## src/rtl/branch_increment_pkg.sv

```systemverilog
// package: encodings, field positions, widths and reset values for the block
package branch_increment_pkg;

    // =========================================================
    // widths
    localparam int INSTR_W = 12;
    localparam int DATA_W  = 8;
    localparam int PC_W    = 11;
    localparam int FADDR_W = 5;
    localparam int LIT_W   = 9;

    // =========================================================
    // opcode matching: jump uses top 3 bits, increments top 6 bits
    localparam logic [2:0]  OP_JUMP      = 3'h5;
    localparam logic [5:0]  OP_INC       = 6'h0A;
    localparam logic [5:0]  OP_INC_SKIP  = 6'h0F;
    localparam int          JUMP_OP_LSB  = 9;
    localparam int          INC_OP_LSB   = 6;
    localparam int          DEST_BIT     = 5;

    // =========================================================
    // status register page bits and zero flag position
    localparam int          PAGE_HI      = 6;
    localparam int          PAGE_LO      = 5;
    localparam int          ZERO_BIT     = 2;

    // =========================================================
    // reset values and constants
    localparam logic [DATA_W-1:0]  ACC_RESET = 8'h00;
    localparam logic [PC_W-1:0]    PC_RESET  = 11'h000;
    localparam logic [DATA_W-1:0]  ONE       = 8'h01;
    localparam logic [DATA_W-1:0]  ZERO      = 8'h00;

    // =========================================================
    // execute state: normal issue or flushing the prefetched word
    typedef enum logic [1:0] {
        ST_ISSUE = 2'b01,
        ST_FLUSH = 2'b10
    } exec_state_t;

    // register file write request
    typedef struct packed {
        logic               wr_en;
        logic [FADDR_W-1:0] addr;
        logic [DATA_W-1:0]  data;
    } reg_write_t;

    // program counter load request
    typedef struct packed {
        logic            load;
        logic [PC_W-1:0] target;
    } pc_load_t;

endpackage

```

## src/rtl/instr_class_decode.sv

```systemverilog
// module: registered classifier of a fetched instruction word
`timescale 1ns/100ps
module instr_class_decode
(
    input  wire logic                                  ref_clk_i,
    input  wire logic                                  rst_b_i,
    input  wire logic                                  clk_en_i,
    input  wire logic                                  take_i,
    input  wire logic [branch_increment_pkg::INSTR_W-1:0] instr_i,
    output logic                                       is_jump_o,
    output logic                                       is_inc_o,
    output logic                                       is_inc_skip_o,
    output logic [branch_increment_pkg::INSTR_W-1:0]   instr_o
);
    import branch_increment_pkg::*;

    // =========================================================
    // decode the opcode field and hold the word for execute
    always_ff @(posedge ref_clk_i or negedge rst_b_i)
    begin
        if (!rst_b_i)
        begin
            is_jump_o     <= 1'b0;
            is_inc_o      <= 1'b0;
            is_inc_skip_o <= 1'b0;
            instr_o       <= '0;
        end
        else if (clk_en_i)
        begin
            is_jump_o <= take_i
                && (instr_i[INSTR_W-1:JUMP_OP_LSB] == OP_JUMP);
            is_inc_o  <= take_i
                && (instr_i[INSTR_W-1:INC_OP_LSB] == OP_INC);
            is_inc_skip_o <= take_i
                && (instr_i[INSTR_W-1:INC_OP_LSB] == OP_INC_SKIP);
            instr_o <= instr_i;
        end
    end

endmodule

```

## src/rtl/branch_increment_exec.sv

```systemverilog
// module: execute logic for jump, increment and increment-skip-on-zero
`timescale 1ns/100ps
module branch_increment_exec
(
    input  wire logic                                  ref_clk_i,
    input  wire logic                                  rst_b_i,
    input  wire logic                                  clk_en_i,
    input  wire logic                                  instr_valid_i,
    input  wire logic [branch_increment_pkg::INSTR_W-1:0] instr_i,
    input  wire logic [branch_increment_pkg::DATA_W-1:0]  status_i,
    input  wire logic [branch_increment_pkg::DATA_W-1:0]  reg_rdata_i,
    output logic [branch_increment_pkg::FADDR_W-1:0]   reg_raddr_o,
    output branch_increment_pkg::reg_write_t           reg_write_o,
    output branch_increment_pkg::pc_load_t             pc_load_o,
    output logic [branch_increment_pkg::DATA_W-1:0]    acc_o,
    output logic                                       acc_wr_o,
    output logic                                       zero_wr_o,
    output logic                                       zero_o,
    output logic                                       flush_o,
    output logic                                       busy_o
);
    import branch_increment_pkg::*;

    // =========================================================
    // declarations
    exec_state_t               state;
    exec_state_t               next_state;
    logic                      is_jump;
    logic                      is_inc;
    logic                      is_inc_skip;
    logic [INSTR_W-1:0]        instr;
    logic                      take;
    logic [DATA_W-1:0]         sum;
    logic                      sum_zero;
    logic                      dest_reg;
    logic                      any_inc;
    logic                      skip_hit;
    logic                      ex_live;
    logic                      jump_hit;
    logic                      inc_hit;

    // every offered word is taken; the one fetched behind a jump or a
    // zero skip is turned into a no-op in execute instead
    assign take = instr_valid_i;

    // =========================================================
    // decode stage
    // opcode classes decoded
    instr_class_decode u_decode
    (
        .ref_clk_i     (ref_clk_i),
        .rst_b_i       (rst_b_i),
        .clk_en_i      (clk_en_i),
        .take_i        (take),
        .instr_i       (instr_i),
        .is_jump_o     (is_jump),
        .is_inc_o      (is_inc),
        .is_inc_skip_o (is_inc_skip),
        .instr_o       (instr)
    );

    // =========================================================
    // operand address goes out with the decoded word
    always_ff @(posedge ref_clk_i or negedge rst_b_i)
    begin
        if (!rst_b_i)
        begin
            reg_raddr_o <= '0;
        end
        else if (clk_en_i && take)
        begin
            reg_raddr_o <= instr_i[FADDR_W-1:0];
        end
    end

    // incrementer shared by both increment forms
    assign sum      = reg_rdata_i + ONE;
    assign sum_zero = (sum == ZERO);
    assign dest_reg = instr[DEST_BIT];
    assign ex_live  = (state == ST_ISSUE);
    assign jump_hit = is_jump && ex_live;
    assign inc_hit  = is_inc && ex_live;
    assign any_inc  = (is_inc || is_inc_skip) && ex_live;
    assign skip_hit = is_inc_skip && sum_zero && ex_live;

    // =========================================================
    // state: a jump or a zero skip forces one flush cycle
    always_comb
    begin
        next_state = state;
        case (state)
            ST_ISSUE:
            begin
                if (jump_hit || skip_hit)
                begin
                    next_state = ST_FLUSH;
                end
            end
            ST_FLUSH:
            begin
                next_state = ST_ISSUE;
            end
            default:
            begin
                next_state = ST_ISSUE;
            end
        endcase
    end

    always_ff @(posedge ref_clk_i or negedge rst_b_i)
    begin
        if (!rst_b_i)
        begin
            state <= ST_ISSUE;
        end
        else if (clk_en_i)
        begin
            state <= next_state;
        end
    end

    // =========================================================
    // program counter load on jump
    always_ff @(posedge ref_clk_i or negedge rst_b_i)
    begin
        if (!rst_b_i)
        begin
            pc_load_o <= '{load: 1'b0, target: PC_RESET};
        end
        else if (clk_en_i)
        begin
            pc_load_o.load <= jump_hit;
            if (jump_hit)
            begin
                pc_load_o.target[LIT_W-1:0] <= instr[LIT_W-1:0];
                pc_load_o.target[PC_W-1:LIT_W] <=
                    status_i[PAGE_HI:PAGE_LO];
            end
        end
    end

    // =========================================================
    // result write-back to register file or accumulator
    always_ff @(posedge ref_clk_i or negedge rst_b_i)
    begin
        if (!rst_b_i)
        begin
            reg_write_o <= '{wr_en: 1'b0, addr: '0, data: ZERO};
            acc_o       <= ACC_RESET;
            acc_wr_o    <= 1'b0;
        end
        else if (clk_en_i)
        begin
            reg_write_o.wr_en <= any_inc && dest_reg;
            acc_wr_o          <= any_inc && !dest_reg;
            if (any_inc)
            begin
                reg_write_o.addr <= instr[FADDR_W-1:0];
                reg_write_o.data <= sum;
                if (!dest_reg)
                begin
                    acc_o <= sum;
                end
            end
        end
    end

    // =========================================================
    // zero flag: only the plain increment touches it
    always_ff @(posedge ref_clk_i or negedge rst_b_i)
    begin
        if (!rst_b_i)
        begin
            zero_wr_o <= 1'b0;
            zero_o    <= 1'b0;
        end
        else if (clk_en_i)
        begin
            zero_wr_o <= inc_hit;
            if (inc_hit)
            begin
                zero_o <= sum_zero;
            end
        end
    end

    // =========================================================
    // flush and busy indications to fetch
    always_ff @(posedge ref_clk_i or negedge rst_b_i)
    begin
        if (!rst_b_i)
        begin
            flush_o <= 1'b0;
            busy_o  <= 1'b0;
        end
        else if (clk_en_i)
        begin
            flush_o <= jump_hit || skip_hit;
            busy_o  <= (next_state == ST_FLUSH);
        end
    end

endmodule

```

## config.mk

```make
export PLATFORM = sky130hd
export DESIGN_NAME = branch_increment_exec
export DESIGN_NICKNAME = d
export VERILOG_FILES = /design/src/rtl/branch_increment_pkg.sv /design/src/rtl/instr_class_decode.sv /design/src/rtl/branch_increment_exec.sv
export SDC_FILE = /design/constraint.sdc
export NUM_CORES = 1
export LEC_CHECK = 0
export ABC_AREA = 1
export BUFFER_PORTS_ARGS = -buffer_cell sky130_fd_sc_hd__buf_2
export CORE_MARGIN = 4
export CORE_UTILIZATION = 48
export CTS_BUF_LIST = sky130_fd_sc_hd__clkbuf_4
export DETAILED_ROUTE_END_ITERATION = 10
export PLACE_DENSITY_LB_ADDON = 0.25
export SLEW_MARGIN = 20
export SYNTH_ARGS = -nofsm -noshare
export SYNTH_HDL_FRONTEND = slang
export SYNTH_HIERARCHICAL = 1
export SYNTH_SLANG_ARGS = --single-unit
```

## constraint.sdc

```tcl
create_clock -name ref_clk_i -period 1.4 [get_ports ref_clk_i]
set_clock_uncertainty 0.2 [all_clocks]
set_input_delay 0.07 -clock ref_clk_i [delete_from_list [all_inputs] [get_ports ref_clk_i]]
set_output_delay 0.07 -clock ref_clk_i [all_outputs]
set_load 0.05 [all_outputs]
```

==> results of run 1 <==
## sequential cells by signal, summed over array words and instances, names as in the netlist, 2 cells and up
signal,cells
pc_load_o,12
u_decode/instr_o,9
reg_raddr_o,5
state,2
acc_o,8
reg_write_o,14
## cells in the final DEF, fill, tap and decap left out, drive strengths merged, types with 2 or more instances in the layout
cell         instances
bufinv               2
nand2              100
nand3               11
a31oi                2
dlygate4sd3         37
dfrtp               57
buf                 86
clkbuf              10
mux2                10
nor2                17
o21ai               28
inv                 24
nand4                3
clkinv               4
## routing by layer
| layer | vias to the layer above | wire length [um] | GRT usage (%) | share of wire (%) |
|---|---|---|---|---|
| met5 | - | 0 | 0 | 0 |
| met4 | 0 | 169 | 10.5 | 2.7 |
| met3 | 16 | 311 | 5.08 | 5.0 |
| met2 | 68 | 3100 | 35.9 | 50 |
| met1 | 1080 | 2610 | 25.9 | 42 |
| li1 | 1089 | - | - | - |
## power by group through the flow
stage                     clock network (mW)  logic [mW]  registers (mW)
after floorplan                            0       0.300            2.97
after global placement                     0        1.58            2.12
after detailed placement                   0        1.60            2.12
after CTS                               1.38        1.72            2.09
after global routing                    1.48        1.85            2.14
final                                   1.35        1.75            2.10
## cell type report
type | count | area, um^2
clock buffers | 10 | 75.1
multi-input cells | 173 | 960
clock inverters | 6 | 81.3
well taps | 67 | 83.8
flip-flops and latches | 58 | 1450
inverters | 25 | 104
repair buffers | 123 | 877
fillers | 339 | 1210
## worst paths after layout
path                                            end  slack, ps  cells after the start
worst max register to register             acc_o[4]       -210                      8
min in group asynchronous            reg_write_o[9]         10                      3
worst min register to register  u_decode/instr_o[2]        280                      2
worst min-delay path                       state[0]       -200                      3
max in group asynchronous                  state[0]        680                      3
worst max-delay path                       acc_o[7]       -230                      8
## stage by stage
| step | power [mW] | instance area, um^2 | hold WS [ps] | util (%) |
|---|---|---|---|---|
| finish | 5.20 | 3630 | -204 | 74.9 |
| global route | 5.47 | 3630 | -188 | 74.9 |
| CTS | 5.18 | 3550 | -233 | 73.1 |
| global placement | 3.69 | 2980 | -103 | 61.5 |
| detailed placement | 3.72 | 2980 | -104 | 61.5 |
| floorplan | 3.27 | 2500 | -426 | - |
## timing repair
| item | 4_1_cts | 5_1_grt |
|---|---|---|
| cloned | 0 | 1 |
| endpoints found under the setup margin | 39 | 41 |
| pin swaps | 1 | 4 |
| hold endpoints to repair | 104 | 5 |
| setup buffers | 1 | 1 |
| hold buffers | 37 | 1 |
| gates resized for setup | 14 | 25 |
## critical path: stages
cell           delay (ps)
buf_2                  70
dlygate4sd3_1         580
nand2_1                90
nor2_2                120
nand2_1                80
nand2_2                70
dlygate4sd3_1         550
a31oi_1                70
==> flow_summary.json, run 1 <==
{
  "finalMaxSlewViolations": 0,
  "cts_tree": "done",
  "numClockSinks": 58,
  "dr.pass1.iters": 4,
  "htreeDepth": 3,
  "io_buffers": 69,
  "worstHoldStart": "clk_en_i",
  "grt_pass1_vias": 2365,
  "period_share_pct": 117,
  "crit_required_ps": 1470,
  "ir_worst_vdd_mv": 0.923,
  "path_clk_slew_ps": 100,
  "netlist_area_um2": 2470,
  "viasPerCell": 4.88,
  "p_leak_nw": 1.96,
  "violations": "negative hold slack, negative setup slack",
  "endpoint_kind": "flip-flop",
  "initial_utilization_pct": 51.0,
  "overflow": 0,
  "yosys_warnings": 6,
  "clockBufferDepth": 2,
  "layout-drive-gt1-share_pct": 39.0,
  "power.density_nw_per_um2": 1430,
  "num_vias": 2253,
  "grt_pass1_wl_um": 10500,
  "r2r-start": "state[0]",
  "tightest_slew_ps": 376,
  "postRouteAntennaNets": 0,
  "place_hpwl_um": 3840,
  "crit_start": "reg_rdata_i[6]",
  "die_y_um": 79.8,
  "max_freq_mhz": 613,
  "combPwrFrac_pct": 33.6,
  "die_w_um": 79.8,
  "avgSynthCellArea_um2": 9.40,
  "drtIter0Drc": 82,
  "hold_path.class": "input port to flip-flop",
  "syn_inst": 263,
  "max_cap_viol_count": 0,
  "grt_usage_pct": 21.4,
  "worst_hold_slack_ps": -204,
  "p_clk_share_pct": 26.0,
  "setup_slack_ps": -232,
  "grt_max_degree": 59,
  "antenna_found_initial": 0,
  "setup_viol": 39,
  "max_slew_margin_pct": 74.9,
  "cp-start-kind": "input port",
  "clk_latency_ps": 380,
  "coreArea_um2": 4850,
  "drc": 0,
  "finalCriticalPeriod_ps": 1630,
  "finalSetupTns_ps": -6070,
  "status": "finished with violations",
  "seq_power_share_pct": 40.4,
  "grt_setup_unrepaired": "true",
  "critical_path_class": "input port to flip-flop",
  "clockRootBuffer": "clkbuf_4",
  "routabilityCongestion": 0.787,
  "areaGrowthSynthToFinish_pct": 47.0,
  "layout.nets": 423,
  "rows": 25,
  "ios": 76,
  "dpl.cell_count": 406,
  "switching_share_pct": 39.2,
  "routed_wl_um": 6190,
  "stdcell_count": 462,
  "cp.arrival_ps": 1700,
  "hold_viol": 3,
  "post-place-ws_ps": -257,
  "power_switching_mw": 2.04,
  "cts_buffers": 9,
  "wl_per_cell_um": 13.4,
  "dieArea_um2": 6360,
  "antenna_cells": 0,
  "p_int_mw": 3.16,
  "cp_max_fo": 3,
  "syn_nets": 296
}
(Power assumes the default switching activity.)
==> inputs of run 2 (changes only) <==
--- a/config.mk
+++ b/config.mk
@@ -6,12 +6,13 @@
 export NUM_CORES = 1
 export LEC_CHECK = 0
 export ABC_AREA = 1
-export BUFFER_PORTS_ARGS = -buffer_cell sky130_fd_sc_hd__buf_2
+export BUFFER_PORTS_ARGS = -buffer_cell sky130_fd_sc_hd__clkbuf_2
 export CORE_MARGIN = 4
 export CORE_UTILIZATION = 48
 export CTS_BUF_LIST = sky130_fd_sc_hd__clkbuf_4
 export DETAILED_ROUTE_END_ITERATION = 10
 export PLACE_DENSITY_LB_ADDON = 0.25
+export RECOVER_POWER = 25
 export SLEW_MARGIN = 20
 export SYNTH_ARGS = -nofsm -noshare
 export SYNTH_HDL_FRONTEND = slang
==> run 2 against run 1 <==
The run still ends with negative hold slack, negative setup slack left. Global-route usage up 0.16 points. Flip-flop and latch count is the same. Critical path depth down 3. Non-clock buffer count decreased by 7. Via count decreased by 3.1%. Total power decreased by 3.9%. Setup slack gained 46 ps. Sequential share of layout area is 0.097 points higher. Sequential power hardly changed.
==> flow_summary.json, run 2 (synthesized netlist as in run 1, its figures left out) <==
{
  "grtUsageMet2_pct": 39.2,
  "tightest_slew_ps": 778,
  "grt_max_degree": 59,
  "path_clk_slew_ps": 90,
  "ios": 76,
  "clockRootBuffer": "clkbuf_4",
  "holdPathEnd": "acc_o[7]",
  "fin_util_pct": 74.8,
  "overflow": 0,
  "worst_hold_slack_ps": -16.5,
  "finalSetupTns_ps": -4090,
  "power_switching_mw": 2.02,
  "use_met1_pct": 25.4,
  "stdcell_count": 455,
  "worstHoldStart": "reg_rdata_i[6]",
  "finalMaxSlewViolations": 0,
  "hold_viol": 1,
  "max_freq_mhz": 631,
  "fill_cells": 335,
  "coreArea_um2": 4850,
  "worstPathBufferInverterCount": 2,
  "period_share_pct": 113,
  "hold_depth": 5,
  "crit-reg2reg-capture": "pc_load_o[9]",
  "p_clk_share_pct": 22.5,
  "drc": 0,
  "clockBufferDepth": 2,
  "setup_slack_ps": -186,
  "dpl.cell_count": 406,
  "path_cells": "inv_2 -> nor2_4 -> buf_6 -> nand3_4 -> mux2_4",
  "cts_tree": "done",
  "reg2reg_depth": 5,
  "final_cell_mix": "nand2_1 (80), clkbuf_2 (66), dfrtp_1 (57)",
  "areaGrowthSynthToFinish_pct": 46.7,
  "met3_usage_pct": 4.63,
  "layout.nets": 417,
  "ir_worst_vdd_mv": 0.953,
  "htreeDepth": 3,
  "endpoint_kind": "flip-flop",
  "final_common_cell": "nand2_1",
  "num_vias": 2184,
  "initial_utilization_pct": 51.0,
  "finalCriticalPeriod_ps": 1590,
  "place_hpwl_um": 3770,
  "switching_share_pct": 40.3,
  "die_w_um": 79.8,
  "numClockSinks": 58,
  "dieArea_um2": 6360,
  "largest_register_ff_count": 14,
  "cpLargestDelayFamily": "flip-flops",
  "grt_pass1_vias": 2287,
  "violations": "negative hold slack, negative setup slack",
  "max_cap_viol_count": 0,
  "routabilityCongestion": 0.767,
  "power.density_nw_per_um2": 1380,
  "critical_path_class": "flip-flop to flip-flop",
  "rrSetupSlack_ps": -190,
  "post-place-ws_ps": -209,
  "cp.arrival_ps": 1640,
  "rows": 25,
  "layout-drive-gt1-share_pct": 41.2,
  "dr.pass1.iters": 4,
  "cp_slowest_cell": "dfstp_2",
  "p_leak_nw": 1.94,
  "drtIter0Drc": 103,
  "cp_slowest_stage_delay_ps": 540,
  "p_int_mw": 2.99,
  "crit_start": "state[0]",
  "cts_buffers": 9,
  "crit_required_ps": 1460,
  "cp-start-kind": "flip-flop",
  "largestRegisters": "reg_write_o: 14 flops, pc_load_o: 12 flops, u_decode/instr_o: 9 flops",
  "wl_per_cell_um": 13.5,
  "clk_latency_ps": 370,
  "viasPerCell": 4.80,
  "grt_setup_unrepaired": "true",
  "seq_power_share_pct": 42.5,
  "combPwrFrac_pct": 34.9,
  "setup_viol": 38,
  "max_slew_margin_pct": 48.2,
  "cp_max_fo": 5,
  "top_register": "reg_write_o",
  "routed_wl_um": 6160,
  "antenna_found_initial": 0,
  "antenna_cells": 0,
  "status": "finished with violations",
  "grt_usage_pct": 21.6,
  "busiest_layer": "met2",
  "io_buffers": 69,
  "postRouteAntennaNets": 0,
  "hold_path.class": "input port to flip-flop",
  "grt_pass1_wl_um": 10600,
  "die_y_um": 79.8,
  "r2r-start": "state[0]"
}
==> run 2: cell types whose count changed in the layout (fill, tap and decap cells not counted), moves of 2 or more <==
cell and change:
buf_2 -68, buf_4 -3, buf_6 +4, clkbuf_2 +66, clkbuf_4 +2, dlygate4sd3_1 -7
nand2_1 -2, nand2_2 -3, nand2_4 +5, o21ai_1 -3, o21ai_2 +2
==> run 2: worst max path at each step <==
stage | endpoint | slack, ps | cells past startpoint
floorplan | pc_load_o[7] | -160 | 5
global placement | pc_load_o[8] | -180 | 4
detailed placement | pc_load_o[4] | -210 | 6
CTS | acc_o[5] | -200 | 8
global route | acc_o[7] | -280 | 8
finish | pc_load_o[9] | -190 | 5
==> run 2: power by group through the flow <==
stage | sequential (mW) | combinational, mW | clock [mW]
floorplan | 2.97 | 0.300 | 0
global placement | 2.13 | 1.57 | 0
detailed placement | 2.13 | 1.59 | 0
CTS | 2.11 | 1.72 | 1.17
global route | 2.15 | 1.86 | 1.24
finish | 2.13 | 1.75 | 1.13
==> run 2: layout make-up <==
class	count	area [um^2]	share of cell area, %
Sequential cell	58	1450	40.1
Inverter	25	108	2.97
Multi-Input combinational cell	174	1020	28.1
Tap cell	67	83.8	2.31
Clock buffer	11	82.6	2.28
Clock inverter	4	43.8	1.21
Timing Repair Buffer	116	835	23.0
==> run 2: repair_timing <==
action                     in CTS  in global routing
setup buffers                   3                  0
setup endpoints to repair      39                 43
hold endpoints to repair       97                  7
gates cloned                    3                  0
hold buffers                   29                  3
resized for setup              29                 28
pin swaps                       4                  6
==> run 2: through the flow <==
step | hold WS [ps] | instance area, um^2 | power, mW
after floorplan | -426 | 2500 | 3.27
after global placement | -98.8 | 2980 | 3.70
after detailed placement | -96.3 | 2980 | 3.72
after CTS | -191 | 3550 | 5.00
after global routing | 10.3 | 3620 | 5.26
final | -16.5 | 3620 | 5.00
==> run 2: routing by layer <==
metal,share of wire (%),vias up
met2,53,71
met1,41,1024
met5,0,-
li1,-,1082
met3,5.2,7
met4,1.1,0
==> run 2: tightest hold or removal path, stage by stage <==
cell	delay (ps)
clkbuf_2	90
nand2_1	70
nor2_2	50
nand3b_1	140
a31oi_1	90
==> inputs of run 3 (changes only) <==
--- a/config.mk
+++ b/config.mk
@@ -5,7 +5,7 @@
 export SDC_FILE = /design/constraint.sdc
 export NUM_CORES = 1
 export LEC_CHECK = 0
-export ABC_AREA = 1
+export ABC_AREA = 0
 export BUFFER_PORTS_ARGS = -buffer_cell sky130_fd_sc_hd__clkbuf_2
 export CORE_MARGIN = 4
 export CORE_UTILIZATION = 48
==> run 3 against run 2 <==
The run ends with negative setup slack left. Count of clock-buffer cells in the layout up 1. Synthesized area down 2.6%. Wire length down 6.1%. Critical path type unchanged. Design area down 4.6%. Register-to-register slack worse by 40 ps. Critical path depth down 1. Via count down 13%. Final cell count down 13%. First-iteration DRC count up 22%. Combinational power up 7%.
==> flow_summary.json, run 3 <==
{
  "final_cell_mix": "clkbuf_2 (68), dfrtp_1 (57), nand2_1 (35)",
  "fill_cells": 344,
  "place_hpwl_um": 3740,
  "viasPerCell": 4.85,
  "p_clk_share_pct": 19.7,
  "cp_slowest_cell": "dfstp_2",
  "clk_latency_ps": 380,
  "status": "finished with violations",
  "drtIter0Drc": 126,
  "dpl.cell_count": 344,
  "cp_max_fo": 4,
  "met3_usage_pct": 6.01,
  "setup_viol": 41,
  "busiest_layer": "met2",
  "switching_share_pct": 42.3,
  "antenna_found_initial": 0,
  "dr.pass1.iters": 4,
  "power_mw": 5.04,
  "numClockSinks": 58,
  "cpLargestDelayFamily": "flip-flops",
  "dieArea_um2": 6210,
  "die_y_um": 78.8,
  "combPwrFrac_pct": 37.4,
  "syn_inst": 194,
  "finalCriticalPeriod_ps": 1630,
  "io_buffers": 69,
  "overflow": 0,
  "cp-start-kind": "flip-flop",
  "ir_worst_vdd_mv": 1.03,
  "cp_slowest_stage_delay_ps": 540,
  "largest_register_ff_count": 14,
  "p_leak_nw": 1.77,
  "power.density_nw_per_um2": 1460,
  "syn_nets": 227,
  "finalMaxSlewViolations": 0,
  "cp.arrival_ps": 1710,
  "crit_required_ps": 1480,
  "endpoint_kind": "flip-flop",
  "grt_usage_pct": 19.7,
  "htreeDepth": 3,
  "worstPathBufferInverterCount": 0,
  "max_slew_margin_pct": 56.3,
  "hold_viol": 0,
  "critical_path_class": "flip-flop to flip-flop",
  "postRouteAntennaNets": 0,
  "final_common_cell": "clkbuf_2",
  "seq_power_share_pct": 43.0,
  "cts_tree": "done",
  "routabilityCongestion": 0.815,
  "place_area_um2": 2950,
  "max_cap_viol_count": 0,
  "post-place-ws_ps": -267,
  "setup_slack_ps": -228,
  "path_clk_slew_ps": 100,
  "avgSynthCellArea_um2": 12.4,
  "crit_cells": 4,
  "drc": 0,
  "largestRegisters": "reg_write_o: 14 flops, pc_load_o: 12 flops, u_decode/instr_o: 9 flops",
  "hold_depth": 5,
  "grt_max_degree": 50,
  "tightest_slew_ps": 655,
  "netlist_area_um2": 2410,
  "fin_area_um2": 3460,
  "grt_setup_unrepaired": "true",
  "routed_wl_um": 5790,
  "stdcell_count": 394,
  "violations": "negative setup slack",
  "initial_utilization_pct": 50.3,
  "max_freq_mhz": 614,
  "grtUsageMet2_pct": 31.0,
  "reg2reg_depth": 4,
  "p_int_mw": 2.91,
  "ios": 76,
  "clockRootBuffer": "clkbuf_4",
  "yosys_warnings": 6,
  "grt_pass1_vias": 1881,
  "layout.nets": 355,
  "path_cells": "and3b_2 -> o21ai_4 -> nor2_4 -> mux2_4",
  "rows": 25,
  "cts_buffers": 9,
  "num_vias": 1909,
  "grt_pass1_wl_um": 9330,
  "wl_per_cell_um": 14.7,
  "clockBufferDepth": 2,
  "layout-drive-gt1-share_pct": 45.9,
  "use_met1_pct": 25.6,
  "finalSetupTns_ps": -6940,
  "period_share_pct": 116,
  "power_switching_mw": 2.13,
  "antenna_cells": 0,
  "areaGrowthSynthToFinish_pct": 43.8,
  "top_register": "reg_write_o",
  "coreArea_um2": 4790,
  "hold_path.class": "input port to flip-flop",
  "die_w_um": 78.8
}
==> run 3: through the flow <==
| stage | util, % | hold slack (ps) |
|---|---|---|
| after floorplan | - | -426 |
| after global placement | 61.7 | -241 |
| after detailed placement | 61.7 | -238 |
| after CTS | 70.5 | 10.8 |
| after global routing | 72.3 | 33.9 |
| final | 72.3 | 22.9 |
==> run 3: repair_timing <==
action / in CTS / in global routing
buffers inserted: 2 / 2
endpoints found under the hold margin: 97 / 9
hold buffers: 26 / 2
pin swaps: 1 / 4
gates resized for setup: 6 / 16
gates cloned: 1 / 2
endpoints found under the setup margin: 40 / 43
==> run 3: final timing paths <==
kind / start / to / slack [ps]
hold / removal: reg_rdata_i[2] / reg_write_o[4] / 20
min in group asynchronous: rst_b_i / reg_write_o[5] / 200
max in group asynchronous: rst_b_i / reg_write_o[2] / 220
hold reg to reg: reg_write_o[10] / reg_write_o[10] / 270
setup / recovery: state[0] / acc_o[1] / -230
setup reg to reg: state[0] / acc_o[1] / -230
==> run 3: cell type report <==
type / count / area, um^2 / share of cell area (%)
multi-input cells: 123 / 937 / 27.1
flip-flops and latches: 58 / 1450 / 42.0
clock inverters: 4 / 18.8 / 0.542
inverters: 7 / 26.3 / 0.759
well taps: 67 / 83.8 / 2.42
repair buffers: 123 / 851 / 24.6
clock buffers: 12 / 90.1 / 2.60
==> run 3: routing by layer <==
metal,routed length (um),vias up,part of all wire (%)
li1,-,924,-
met1,2670,926,46
met2,2730,54,47
met3,333,5,5.8
met4,56,0,0.97
met5,0,-,0
==> run 3: worst min-delay path, stage by stage <==
cell	delay, ps
clkbuf_2	90
buf_4	140
nand3_1	90
xor2_1	80
o21ai_1	110
==> run 3: power groups by stage <==
| stage | logic (mW) | clock network [mW] | registers, mW |
|---|---|---|---|
| after CTS | 1.87 | 1.03 | 2.16 |
| final | 1.88 | 0.992 | 2.16 |
| after floorplan | 0.338 | 0 | 3.16 |
| after global placement | 1.77 | 0 | 2.19 |
| after global routing | 1.98 | 1.10 | 2.20 |
| after detailed placement | 1.80 | 0 | 2.19 |
